$ cat src/rtl/shrp_defs.vh
// constants of the sensor host register port: offsets, fields, reset values, codes
// assumes inclusion by bare name from the design files under rtl/
`ifndef SHRP_DEFS_VH
`define SHRP_DEFS_VH

// ************************************************************
// register offsets (i2c register address space)
// ************************************************************
`define SHRP_ADDR_PART_ID     8'hd1
`define SHRP_ADDR_SOFT_RESET  8'he0
`define SHRP_ADDR_SMOOTH      8'hf1
`define SHRP_ADDR_HS_CODE     8'hf2
`define SHRP_ADDR_TOP         8'hff
`define SHRP_SPI_ADDR_MSB     1'b1

// ************************************************************
// fields, reset values and command codes
// ************************************************************
`define SHRP_SMOOTH_RST       3'h0
`define SHRP_HS_CODE_RST      3'h1
`define SHRP_HS_CODE_BASE     5'h01
`define SHRP_SOFT_RESET_KEY   8'he6
`define SHRP_PAST_END_DATA    8'h00
`define SHRP_TGT_ADDR_LOW     7'h70
`define SHRP_TGT_ADDR_HIGH    7'h56
`define SHRP_LAST_BIT         3'h7

`endif

$ cat src/rtl/shrp_sync.v
// three-stage pin synchroniser with agreement filter and edge pulses
// assumes pin is asynchronous to clk
`timescale 1ns/1ps
`default_nettype none

module shrp_sync (
  input  wire clk,
  input  wire rst,
  input  wire pin,
  output reg  level_ff,
  output wire rise,
  output wire fall
);
  reg s1_ff;
  reg s2_ff;
  reg s3_ff;
  reg prev_ff;

  // only s2 and s3 are compared; s1 may be metastable
  always @(posedge clk or posedge rst) begin
    if (rst) begin
      s1_ff    <= 1'b1;
      s2_ff    <= 1'b1;
      s3_ff    <= 1'b1;
      level_ff <= 1'b1;
      prev_ff  <= 1'b1;
    end else begin
      s1_ff   <= pin;
      s2_ff   <= s1_ff;
      s3_ff   <= s2_ff;
      prev_ff <= level_ff;
      if (s2_ff == s3_ff) begin
        level_ff <= s3_ff;
      end
    end
  end

  assign rise = level_ff & ~prev_ff;
  assign fall = ~level_ff & prev_ff;
endmodule // shrp_sync

`default_nettype wire

$ cat src/rtl/shrp_port.v
// host register port: i2c target and spi target in front of the sensor registers
// assumes one 10 mhz sys_clk, pins asynchronous, core registers readable combinationally
//
// Summary of operation
// - three-bit code field selects recognised high-speed master code 08h to 0Fh.
// - smoothing depth: 000 off, then 2,4,8,16, and 32 for 101 upward.
// - any write to smoothing depth register re-initialises the filter.
// - after reset the smoothing filter is off, field zero.
// - writing E6h to reset command triggers soft reset; other values do nothing.
// - read-only part identifier register returns a fixed code.
// - i2c target address 70h with select pin low, 56h with it high.
// - i2c write: address byte, then register address and data pairs, then stop.
// - i2c read: set address by write, restart, address with read bit, data returned.
// - i2c read auto-increments while host acknowledges; nack ends the burst.
// - reads past address FFh return 00h.
// - spi write: control 0, seven-bit address, data byte; pairs may repeat.
// - chip select high ends the spi transaction and drops partial framing.
// - spi read: control 1 and address, data out on sdo or shared line.
// - spi read increments address after each byte until chip select rises.
// - i2c target supports standard and fast rates; high-speed frames are not sampled at a 10 mhz sys_clk.
// - three-wire select 0 gives four-wire spi, 1 gives three-wire.
`timescale 1ns/1ps
`default_nettype none
`include "shrp_defs.vh"

module shrp_port #(
  parameter [7:0] PART_ID = 8'ha5 // arbitrary value
) (
  input  wire       sys_clk,
  input  wire       rst,
  input  wire       scl_sck,
  input  wire       sda_sdi_i,
  output wire       sda_sdi_o,
  output wire       sda_sdi_oe,
  input  wire       sdo_i,
  output wire       sdo_o,
  output wire       sdo_oe,
  input  wire       csb_n,
  input  wire       three_wire_select,
  output wire [7:0] core_rd_addr,
  input  wire [7:0] core_rd_data,
  output reg        core_wr_stb_ff,
  output reg  [7:0] core_wr_addr_ff,
  output reg  [7:0] core_wr_data_ff,
  output reg  [5:0] filter_depth_ff,
  output reg        filter_reinit_ff,
  output reg        soft_reset_ff,
  output wire [7:0] hs_code,
  output reg        hs_mode_ff
);
  // ************************************************************
  // pin synchronisers
  // ************************************************************
  wire scl_lvl;
  wire scl_rise;
  wire scl_fall;
  wire sda_lvl;
  wire sda_rise;
  wire sda_fall;
  wire csb_lvl;
  wire sel_lvl;

  shrp_sync u_scl (.clk(sys_clk), .rst(rst), .pin(scl_sck),
                   .level_ff(scl_lvl), .rise(scl_rise), .fall(scl_fall));
  shrp_sync u_sda (.clk(sys_clk), .rst(rst), .pin(sda_sdi_i),
                   .level_ff(sda_lvl), .rise(sda_rise), .fall(sda_fall));
  shrp_sync u_csb (.clk(sys_clk), .rst(rst), .pin(csb_n),
                   .level_ff(csb_lvl), .rise(), .fall());
  shrp_sync u_sel (.clk(sys_clk), .rst(rst), .pin(sdo_i),
                   .level_ff(sel_lvl), .rise(), .fall());

  // ************************************************************
  // register state and read mux
  // ************************************************************
  reg  [2:0] smooth_ff;
  reg  [2:0] code_ff;
  reg  [7:0] i2c_ptr_ff;
  reg  [7:0] spi_ptr_ff;
  reg        i2c_past_ff;
  reg        spi_past_ff;
  wire       spi_act = ~csb_lvl;

  assign hs_code      = {`SHRP_HS_CODE_BASE, code_ff};
  assign core_rd_addr = spi_act ? spi_ptr_ff : i2c_ptr_ff;

  // locally held registers answer here; the rest comes from the core
  function [7:0] rd_byte;
    input [7:0] a;
    input       past;
    begin
      if (past) begin
        rd_byte = `SHRP_PAST_END_DATA;
      end else if (a == `SHRP_ADDR_PART_ID) begin
        rd_byte = PART_ID;
      end else if (a == `SHRP_ADDR_SMOOTH) begin
        rd_byte = {5'h00, smooth_ff};
      end else if (a == `SHRP_ADDR_HS_CODE) begin
        rd_byte = {5'h00, code_ff};
      end else if (a == `SHRP_ADDR_SOFT_RESET) begin
        rd_byte = 8'h00;
      end else begin
        rd_byte = core_rd_data;
      end
    end
  endfunction

  wire [7:0] i2c_rd = rd_byte(i2c_ptr_ff, i2c_past_ff);
  wire [7:0] spi_rd = rd_byte(spi_ptr_ff, spi_past_ff);

  // ************************************************************
  // i2c target
  // ************************************************************
  localparam [2:0] I_IDLE = 3'h0;
  localparam [2:0] I_DEV  = 3'h1;
  localparam [2:0] I_ACK  = 3'h2;
  localparam [2:0] I_RECV = 3'h3;
  localparam [2:0] I_SEND = 3'h4;
  localparam [2:0] I_MACK = 3'h5;

  reg  [2:0] i_st_ff;
  reg  [3:0] i_cnt_ff;
  reg  [7:0] i_sr_ff;
  reg        i_rw_ff;
  reg        i_data_ff;   // next received byte is data, not register address
  reg        i_oe_ff;
  reg        i_macked_ff;
  reg        i_wr_ff;
  reg  [7:0] i_wa_ff;
  reg  [7:0] i_wd_ff;
  wire [6:0] tgt_addr  = sel_lvl ? `SHRP_TGT_ADDR_HIGH : `SHRP_TGT_ADDR_LOW;
  wire       i_start   = sda_fall & scl_lvl & ~spi_act;
  wire       i_stop    = sda_rise & scl_lvl;
  // limitation: high-speed frames need sys_clk well above 10 mhz to be sampled
  wire [7:0] i_byte    = {i_sr_ff[6:0], sda_lvl};

  always @(posedge sys_clk or posedge rst) begin
    if (rst) begin
      i_st_ff     <= I_IDLE;
      i_cnt_ff    <= 4'h0;
      i_sr_ff     <= 8'h00;
      i_rw_ff     <= 1'b0;
      i_data_ff   <= 1'b0;
      i_oe_ff     <= 1'b0;
      i_macked_ff <= 1'b0;
      i_wr_ff     <= 1'b0;
      i_wa_ff     <= 8'h00;
      i_wd_ff     <= 8'h00;
      i2c_ptr_ff  <= 8'h00;
      i2c_past_ff <= 1'b0;
      hs_mode_ff  <= 1'b0;
    end else begin
      i_wr_ff <= 1'b0;
      if (spi_act || i_stop) begin
        i_st_ff    <= I_IDLE;
        i_oe_ff    <= 1'b0;
        hs_mode_ff <= hs_mode_ff & ~i_stop;
      end else if (i_start) begin
        i_st_ff  <= I_DEV;
        i_cnt_ff <= 4'h0;
        i_oe_ff  <= 1'b0;
      end else begin
        case (i_st_ff)
          I_DEV: begin
            if (scl_rise) begin
              i_sr_ff  <= i_byte;
              i_cnt_ff <= i_cnt_ff + 4'h1;
            end else if (scl_fall && i_cnt_ff == 4'h8) begin
              if (i_sr_ff[7:1] == tgt_addr) begin
                i_rw_ff   <= i_sr_ff[0];
                i_data_ff <= 1'b0;
                i_oe_ff   <= 1'b1;
                i_st_ff   <= I_ACK;
              end else begin
                // master code is left unacknowledged; high speed runs to stop
                if (i_sr_ff == hs_code) begin
                  hs_mode_ff <= 1'b1;
                end
                i_st_ff <= I_IDLE;
              end
            end
          end
          I_ACK: begin
            if (scl_fall) begin
              i_cnt_ff <= 4'h0;
              if (i_rw_ff) begin
                i_oe_ff <= ~i2c_rd[7];
                i_sr_ff <= {i2c_rd[6:0], 1'b0};
                i_st_ff <= I_SEND;
              end else begin
                i_oe_ff <= 1'b0;
                i_st_ff <= I_RECV;
              end
            end
          end
          I_RECV: begin
            if (scl_rise) begin
              i_sr_ff  <= i_byte;
              i_cnt_ff <= i_cnt_ff + 4'h1;
            end else if (scl_fall && i_cnt_ff == 4'h8) begin
              i_oe_ff   <= 1'b1;
              i_st_ff   <= I_ACK;
              i_data_ff <= ~i_data_ff;
              if (i_data_ff) begin
                i_wr_ff <= 1'b1;
                i_wa_ff <= i2c_ptr_ff;
                i_wd_ff <= i_sr_ff;
              end else begin
                i2c_ptr_ff  <= i_sr_ff;
                i2c_past_ff <= 1'b0;
              end
            end
          end
          I_SEND: begin
            if (scl_rise) begin
              i_cnt_ff <= i_cnt_ff + 4'h1;
            end else if (scl_fall) begin
              if (i_cnt_ff == 4'h8) begin
                i_oe_ff <= 1'b0;
                i_st_ff <= I_MACK;
              end else begin
                i_oe_ff <= ~i_sr_ff[7];
                i_sr_ff <= {i_sr_ff[6:0], 1'b0};
              end
            end
          end
          I_MACK: begin
            if (scl_rise) begin
              i_macked_ff <= ~sda_lvl;
              if (!sda_lvl) begin
                i2c_ptr_ff <= i2c_ptr_ff + 8'h01;
                if (i2c_ptr_ff == `SHRP_ADDR_TOP) begin
                  i2c_past_ff <= 1'b1;
                end
              end
            end else if (scl_fall) begin
              if (i_macked_ff) begin
                i_cnt_ff <= 4'h0;
                i_oe_ff  <= ~i2c_rd[7];
                i_sr_ff  <= {i2c_rd[6:0], 1'b0};
                i_st_ff  <= I_SEND;
              end else begin
                i_st_ff <= I_IDLE;
              end
            end
          end
          default: begin
            i_st_ff <= I_IDLE;
          end
        endcase
      end
    end
  end

  // ************************************************************
  // spi target, mode 0/3: sample on rise, shift out on fall
  // ************************************************************
  reg  [2:0] s_cnt_ff;
  reg  [2:0] s_tx_cnt_ff;
  reg  [7:0] s_sr_ff;
  reg  [7:0] s_tx_ff;
  reg        s_hdr_ff;
  reg        s_rd_ff;
  reg        s_out_ff;
  reg        s_wr_ff;
  reg  [7:0] s_wa_ff;
  reg  [7:0] s_wd_ff;
  wire [7:0] s_byte = {s_sr_ff[6:0], sda_lvl};

  always @(posedge sys_clk or posedge rst) begin
    if (rst) begin
      s_cnt_ff    <= 3'h0;
      s_tx_cnt_ff <= 3'h0;
      s_sr_ff     <= 8'h00;
      s_tx_ff     <= 8'h00;
      s_hdr_ff    <= 1'b1;
      s_rd_ff     <= 1'b0;
      s_out_ff    <= 1'b0;
      s_wr_ff     <= 1'b0;
      s_wa_ff     <= 8'h00;
      s_wd_ff     <= 8'h00;
      spi_ptr_ff  <= 8'h00;
      spi_past_ff <= 1'b0;
    end else begin
      s_wr_ff <= 1'b0;
      if (!spi_act) begin
        s_cnt_ff    <= 3'h0;
        s_tx_cnt_ff <= 3'h0;
        s_hdr_ff    <= 1'b1;
        s_rd_ff     <= 1'b0;
      end else if (scl_rise && !s_rd_ff) begin
        s_sr_ff  <= s_byte;
        s_cnt_ff <= s_cnt_ff + 3'h1;
        if (s_cnt_ff == `SHRP_LAST_BIT) begin
          s_hdr_ff <= ~s_hdr_ff;
          if (s_hdr_ff) begin
            spi_ptr_ff  <= {`SHRP_SPI_ADDR_MSB, s_byte[6:0]};
            spi_past_ff <= 1'b0;
            s_rd_ff     <= s_sr_ff[6];
          end else begin
            s_wr_ff <= 1'b1;
            s_wa_ff <= spi_ptr_ff;
            s_wd_ff <= s_byte;
          end
        end
      end else if (scl_fall && s_rd_ff) begin
        s_tx_cnt_ff <= s_tx_cnt_ff + 3'h1;
        if (s_tx_cnt_ff == 3'h0) begin
          s_out_ff <= spi_rd[7];
          s_tx_ff  <= {spi_rd[6:0], 1'b0};
        end else begin
          s_out_ff <= s_tx_ff[7];
          s_tx_ff  <= {s_tx_ff[6:0], 1'b0};
        end
        if (s_tx_cnt_ff == `SHRP_LAST_BIT) begin
          spi_ptr_ff <= spi_ptr_ff + 8'h01;
          if (spi_ptr_ff == `SHRP_ADDR_TOP) begin
            spi_past_ff <= 1'b1;
          end
        end
      end
    end
  end

  // shared line is open-drain for i2c and push-pull for a three-wire read
  wire s_drive    = spi_act & s_rd_ff;
  assign sda_sdi_o  = spi_act & s_out_ff;
  assign sda_sdi_oe = i_oe_ff | (s_drive & three_wire_select);
  assign sdo_o      = s_out_ff;
  assign sdo_oe     = s_drive & ~three_wire_select;

  // ************************************************************
  // register writes
  // ************************************************************
  wire       wr_go   = i_wr_ff | s_wr_ff;
  wire [7:0] wr_addr = s_wr_ff ? s_wa_ff : i_wa_ff;
  wire [7:0] wr_data = s_wr_ff ? s_wd_ff : i_wd_ff;
  reg  [5:0] nxt_depth;

  always @* begin
    case (smooth_ff)
      3'h0:    nxt_depth = 6'h00;
      3'h1:    nxt_depth = 6'h02;
      3'h2:    nxt_depth = 6'h04;
      3'h3:    nxt_depth = 6'h08;
      3'h4:    nxt_depth = 6'h10;
      default: nxt_depth = 6'h20;
    endcase
  end

  // upper bits are dropped; the host is expected to write them as zero
  always @(posedge sys_clk or posedge rst) begin
    if (rst) begin
      smooth_ff        <= `SHRP_SMOOTH_RST;
      code_ff          <= `SHRP_HS_CODE_RST;
      filter_depth_ff  <= 6'h00;
      filter_reinit_ff <= 1'b0;
      soft_reset_ff    <= 1'b0;
      core_wr_stb_ff   <= 1'b0;
      core_wr_addr_ff  <= 8'h00;
      core_wr_data_ff  <= 8'h00;
    end else begin
      filter_reinit_ff <= 1'b0;
      soft_reset_ff    <= 1'b0;
      core_wr_stb_ff   <= 1'b0;
      filter_depth_ff  <= nxt_depth;
      if (soft_reset_ff) begin
        smooth_ff <= `SHRP_SMOOTH_RST;
        code_ff   <= `SHRP_HS_CODE_RST;
      end else if (wr_go) begin
        if (wr_addr == `SHRP_ADDR_SMOOTH) begin
          smooth_ff        <= wr_data[2:0];
          filter_reinit_ff <= 1'b1;
        end else if (wr_addr == `SHRP_ADDR_HS_CODE) begin
          code_ff <= wr_data[2:0];
        end else if (wr_addr == `SHRP_ADDR_SOFT_RESET) begin
          soft_reset_ff <= (wr_data == `SHRP_SOFT_RESET_KEY);
        end else if (wr_addr != `SHRP_ADDR_PART_ID) begin
          core_wr_stb_ff  <= 1'b1;
          core_wr_addr_ff <= wr_addr;
          core_wr_data_ff <= wr_data;
        end
      end
    end
  end
endmodule // shrp_port

`default_nettype wire

$ cat config.mk
export PLATFORM = sky130hd
export DESIGN_NAME = shrp_port
export DESIGN_NICKNAME = d
export VERILOG_FILES = /design/src/rtl/shrp_sync.v /design/src/rtl/shrp_port.v
export VERILOG_INCLUDE_DIRS = /design/src /design/src/rtl
export SDC_FILE = /design/constraint.sdc
export NUM_CORES = 1
export LEC_CHECK = 0
export BUFFER_PORTS_ARGS = -buffer_cell sky130_fd_sc_hd__buf_2
export CAP_MARGIN = 0
export CORE_ASPECT_RATIO = 1.25
export CORE_MARGIN = 1
export CORE_UTILIZATION = 50
export DETAILED_ROUTE_END_ITERATION = 8
export PLACE_DENSITY = 0.7
export SYNTH_ARGS = -nofsm -noshare
export SYNTH_HDL_FRONTEND = slang
export SYNTH_SLANG_ARGS = --single-unit
$ cat constraint.sdc
create_clock -name sys_clk -period 5.45 [get_ports sys_clk]
set_clock_uncertainty 0.2 [all_clocks]
set_input_delay 0.8175 -clock sys_clk [delete_from_list [all_inputs] [get_ports sys_clk]]
set_output_delay 0.8175 -clock sys_clk [all_outputs]
set_load 0.02 [all_outputs]
==> impl_metrics.py <==
metrics = {
    "run_status": {
        "status": "complete, but fails checks",
        "violations": "DRC",
    },
    "clocking": {
        "cts_resized": 0,
        "clkSlewWorstSetupHoldPaths_ns": 0.06,
        "cts_root_buf": "clkbuf_16",
        "cts_tree": "yes",
        "clk_latency_ns": 0.43,
        "cts_buffers": 17,
        "post_cts_buffers": 0,
        "cts_max_path_buffers": 2,
        "cts_sinks": 143,
        "ctsHoldBuffers": 0,
        "htree_levels": 4,
    },
    "setup_path": {
        "cp-start-kind": "flop",
        "rrSetupSlack_ns": 1.86,
        "reg2regPathDepth": 5,
        "crit_path_max_fanout": 28,
        "max_stage_delay_ns": 0.99,
        "cpMaxStageDelayCell": "dfrtp_1",
        "critPathBufInv": 0,
        "crit_chain": "mux2i_1, a211oi_1, o32ai_2, nand2_1, mux2_2",
        "r2r_start": "s_wr_ff",
        "endpoint_kind": "flop",
        "r2r_end": "core_wr_data_ff[1]",
        "crit_arrival_ns": 3.70,
        "required_ns": 5.55,
        "crit_family": "compound AO/OA/AOI/OAI gates",
        "critPathKind": "flop to flop",
    },
    "power": {
        "power.switching_mw": 0.6374,
        "intPower_mw": 2.069,
        "totalPowerFinal_mw": 2.707,
        "power.density_mw_per_mm2": 319.0,
        "clockPowerShare_pct": 48.9,
        "p_sw_share_pct": 23.55,
        "leakage_nw": 3.894,
        "ir_worst_vdd_mv": 0.1978,
        "p_comb_share_pct": 6.1,
        "pwr-share-seq_pct": 45.0,
    },
    "synthesis": {
        "ys.warnings.count": 0,
        "synth_compound_area_share_pct": 14.83,
        "ys.flop_type": "dfrtp_1",
        "synth_top_family_by_area": "simple AND/OR/NAND/NOR gates",
        "synth_top_cell_by_area": "dfrtp_1",
        "ys_async_sr_fraction_pct": 100.0,
        "netlist_instances": 717,
        "syn_area_mm2": 0.007483,
        "synth_edf_count": 0,
        "seq_area_frac_synth_pct": 48.15,
        "synth_xor_area_share_pct": 0.8193,
        "synthTopCellsByArea": "dfrtp_1 (41%), mux2_2 (9.9%), dfstp_2 (7.0%), a21oi_1 (3.5%), nand2_1 (3.2%)",
        "synth_seq_cells": 143,
        "yosysTopAreaCellShare_pct": 41.13,
        "synthMuxAreaShare_pct": 12.34,
        "synthAdderAreaFrac_pct": 3.377,
        "synth_simple_gate_area_share_pct": 16.37,
        "ys_types": 71,
        "avgSynthCellArea_um2": 10.44,
    },
    "timing": {
        "layout_min_cycle_time_ns": 3.595,
        "finalHoldViolCount": 0,
        "tightest_slew_ns": 1.163,
        "rsz0062_at_grt": "false",
        "setup_ws_ns": 1.855,
        "maxSlewViolCount": 0,
        "setup_tns_ns": 0,
        "setup_viol": 0,
        "max_slew_margin_pct": 22.49,
        "max_freq_mhz": 278.2,
        "period_share_pct": 65.96,
    },
    "detailed_routing": {
        "vias": 5699,
        "drc": 12,
        "wl_per_cell_um": 19.05,
        "wirelength_um": 17960,
        "viasPerCell": 6.043,
        "first_pass_iters": 7,
        "antenna_left": 0,
        "first_iter_violations": 443,
    },
    "placement": {
        "post-dp-hpwl_um": 12800,
        "place_inst": 911,
        "io_buffers": 54,
        "place.gp.congestion": 0.9139,
        "pre_cts_ws_ns": 1.909,
    },
    "grt": {
        "overflow": 0,
        "antenna_found_initial": 0,
        "gr-usage-all-layers_pct": 24.85,
        "grt_pass1_vias": 5620,
        "grt_pass1_wl_um": 29840,
        "grt_start_max_net_pins": 117,
    },
    "final_layout": {
        "final_cells": 943,
        "antenna_cells": 0,
        "fin_util_pct": 58.39,
        "final_nets": 784,
        "drive_gt1_share_pct": 25.36,
        "areaGrowthSynthToFinish_pct": 13.38,
    },
    "die": {
        "initial_core_util_pct": 51.50,
        "ios": 61,
        "die_w_um": 111.4,
        "core-area_mm2": 0.01453,
        "die_h_um": 138.8,
        "num_rows": 49,
        "die-area_mm2": 0.01546,
    },
    "worst_hold_path": {
        "hold_end": "u_sel.s2_ff",
        "hp-class": "flop to flop",
        "worstHoldStart": "u_sel.s1_ff",
        "hold_path_depth": 0,
    },
    "flow_run": {
        "maxCapViolations": 0,
    },
}
==> cell usage in the layout, fill, tap and decap left out, drive strengths merged, types with 7 or more instances in the layout <==
cell type	synthesis	routed
nand2	64	64
nand3b	9	9
clkbuf	28	18
a21oi	52	52
nor2	46	46
nor2b	8	8
dfstp	20	20
o21ai	30	30
nor3	12	12
nand3	21	21
mux2	66	66
ha	17	17
nor3b	7	7
inv	18	19
mux2i	18	18
nand2b	12	12
a31oi	14	14
buf	18	58
a221oi	8	8
dfrtp	123	123
and3	7	7
==> final cells by class <==
type	count	area [um^2]
Sequential cell	143	3603
Multi-Input combinational cell	514	3608
Clock inverter	14	237.7
Fill cell	1232	6046
Inverter	18	72.57
Timing Repair Buffer	58	300.3
Tap cell	178	222.7
Clock buffer	18	439.2
==> synthesized netlist by cell type, drive strengths merged, types with 5 or more instances <==
master and n:
dfstp 20, o21ai 30, nor2b 8, dfrtp 123, and3 7, a21o 5
a211oi 5, nor2 46, nor4 6, ha 17, buf 18, a221oi 8
clkbuf 28, nor3b 7, mux2 66, mux2i 18, o21a 6, a21oi 52
inv 18, nand2 64, and3b 6, nand3 21, nand2b 12, nand3b 9
nor3 12, a2bb2oi 5, a31oi 14
==> power groups by stage <==
| stage | Combinational (mW) | Clock, mW | Sequential (mW) |
|---|---|---|---|
| after floorplan | 0.146 | 0 | 1.18 |
| after global placement | 0.162 | 0 | 1.23 |
| after detailed placement | 0.166 | 0 | 1.24 |
| after CTS | 0.167 | 1.34 | 1.22 |
| after global routing | 0.185 | 1.39 | 1.22 |
| final | 0.165 | 1.32 | 1.22 |
==> metal layers <==
metal  global-route usage (%)  wire, um  up-vias
li1                         -         -     2671
met5                        0         0        -
met3                    4.764       876       44
met2                    41.45      8963      177
met4                    11.02       489        0
met1                    31.43      7631     2807
==> per-stage QoR <==
| step | hold slack (ns) | instance area [um^2] |
|---|---|---|
| 2_1_floorplan | 0.1452 | 7498 |
| 3_3_place_gp | 0.1458 | 7807 |
| 3_5_place_dp | 0.1473 | 7807 |
| 4_1_cts | 0.1554 | 8484 |
| 5_1_grt | 0.1598 | 8484 |
| 6_report | 0.1540 | 8484 |
==> cells by family after synthesis <==
| logic type | count (synthesis) |
|---|---|
| AND/OR/NAND/NOR | 229 |
| AO/OA/AOI/OAI | 167 |
| flip-flops | 143 |
| multiplexers | 84 |
| buffers and inverters | 64 |
| adder cells (fa/ha/maj) | 21 |
| XOR/XNOR | 7 |
| other | 2 |
==> flip-flops by register name (all words and copies together), names as in the netlist, 3 cells and up <==
name and flops:
s_tx_ff 7, s_tx_cnt_ff 3, s_sr_ff 7, s_wa_ff 8, i_wd_ff 8, filter_depth_ff 5, s_cnt_ff 3, i_wa_ff 8
smooth_ff 3, i_st_ff 3, i_sr_ff 8, code_ff 3, s_wd_ff 8, i2c_ptr_ff 8, core_wr_data_ff 8, i_cnt_ff 4
spi_ptr_ff 8, core_wr_addr_ff 8
==> worst max-delay path by stage <==
stage / start / to / slack [ns] / depth (start not counted)
4_1_cts: s_wr_ff / core_wr_data_ff[1] / 1.86 / 5
5_1_grt: s_wr_ff / core_wr_data_ff[1] / 1.58 / 5
3_3_place_gp: s_wr_ff / core_wr_addr_ff[6] / 2.06 / 5
6_report: s_wr_ff / core_wr_data_ff[1] / 1.86 / 5
2_1_floorplan: rst / code_ff[1] / 0.63 / 1
3_5_place_dp: s_wr_ff / core_wr_data_ff[1] / 1.91 / 5
No activity file was read; power rests on OpenSTA's default activity.
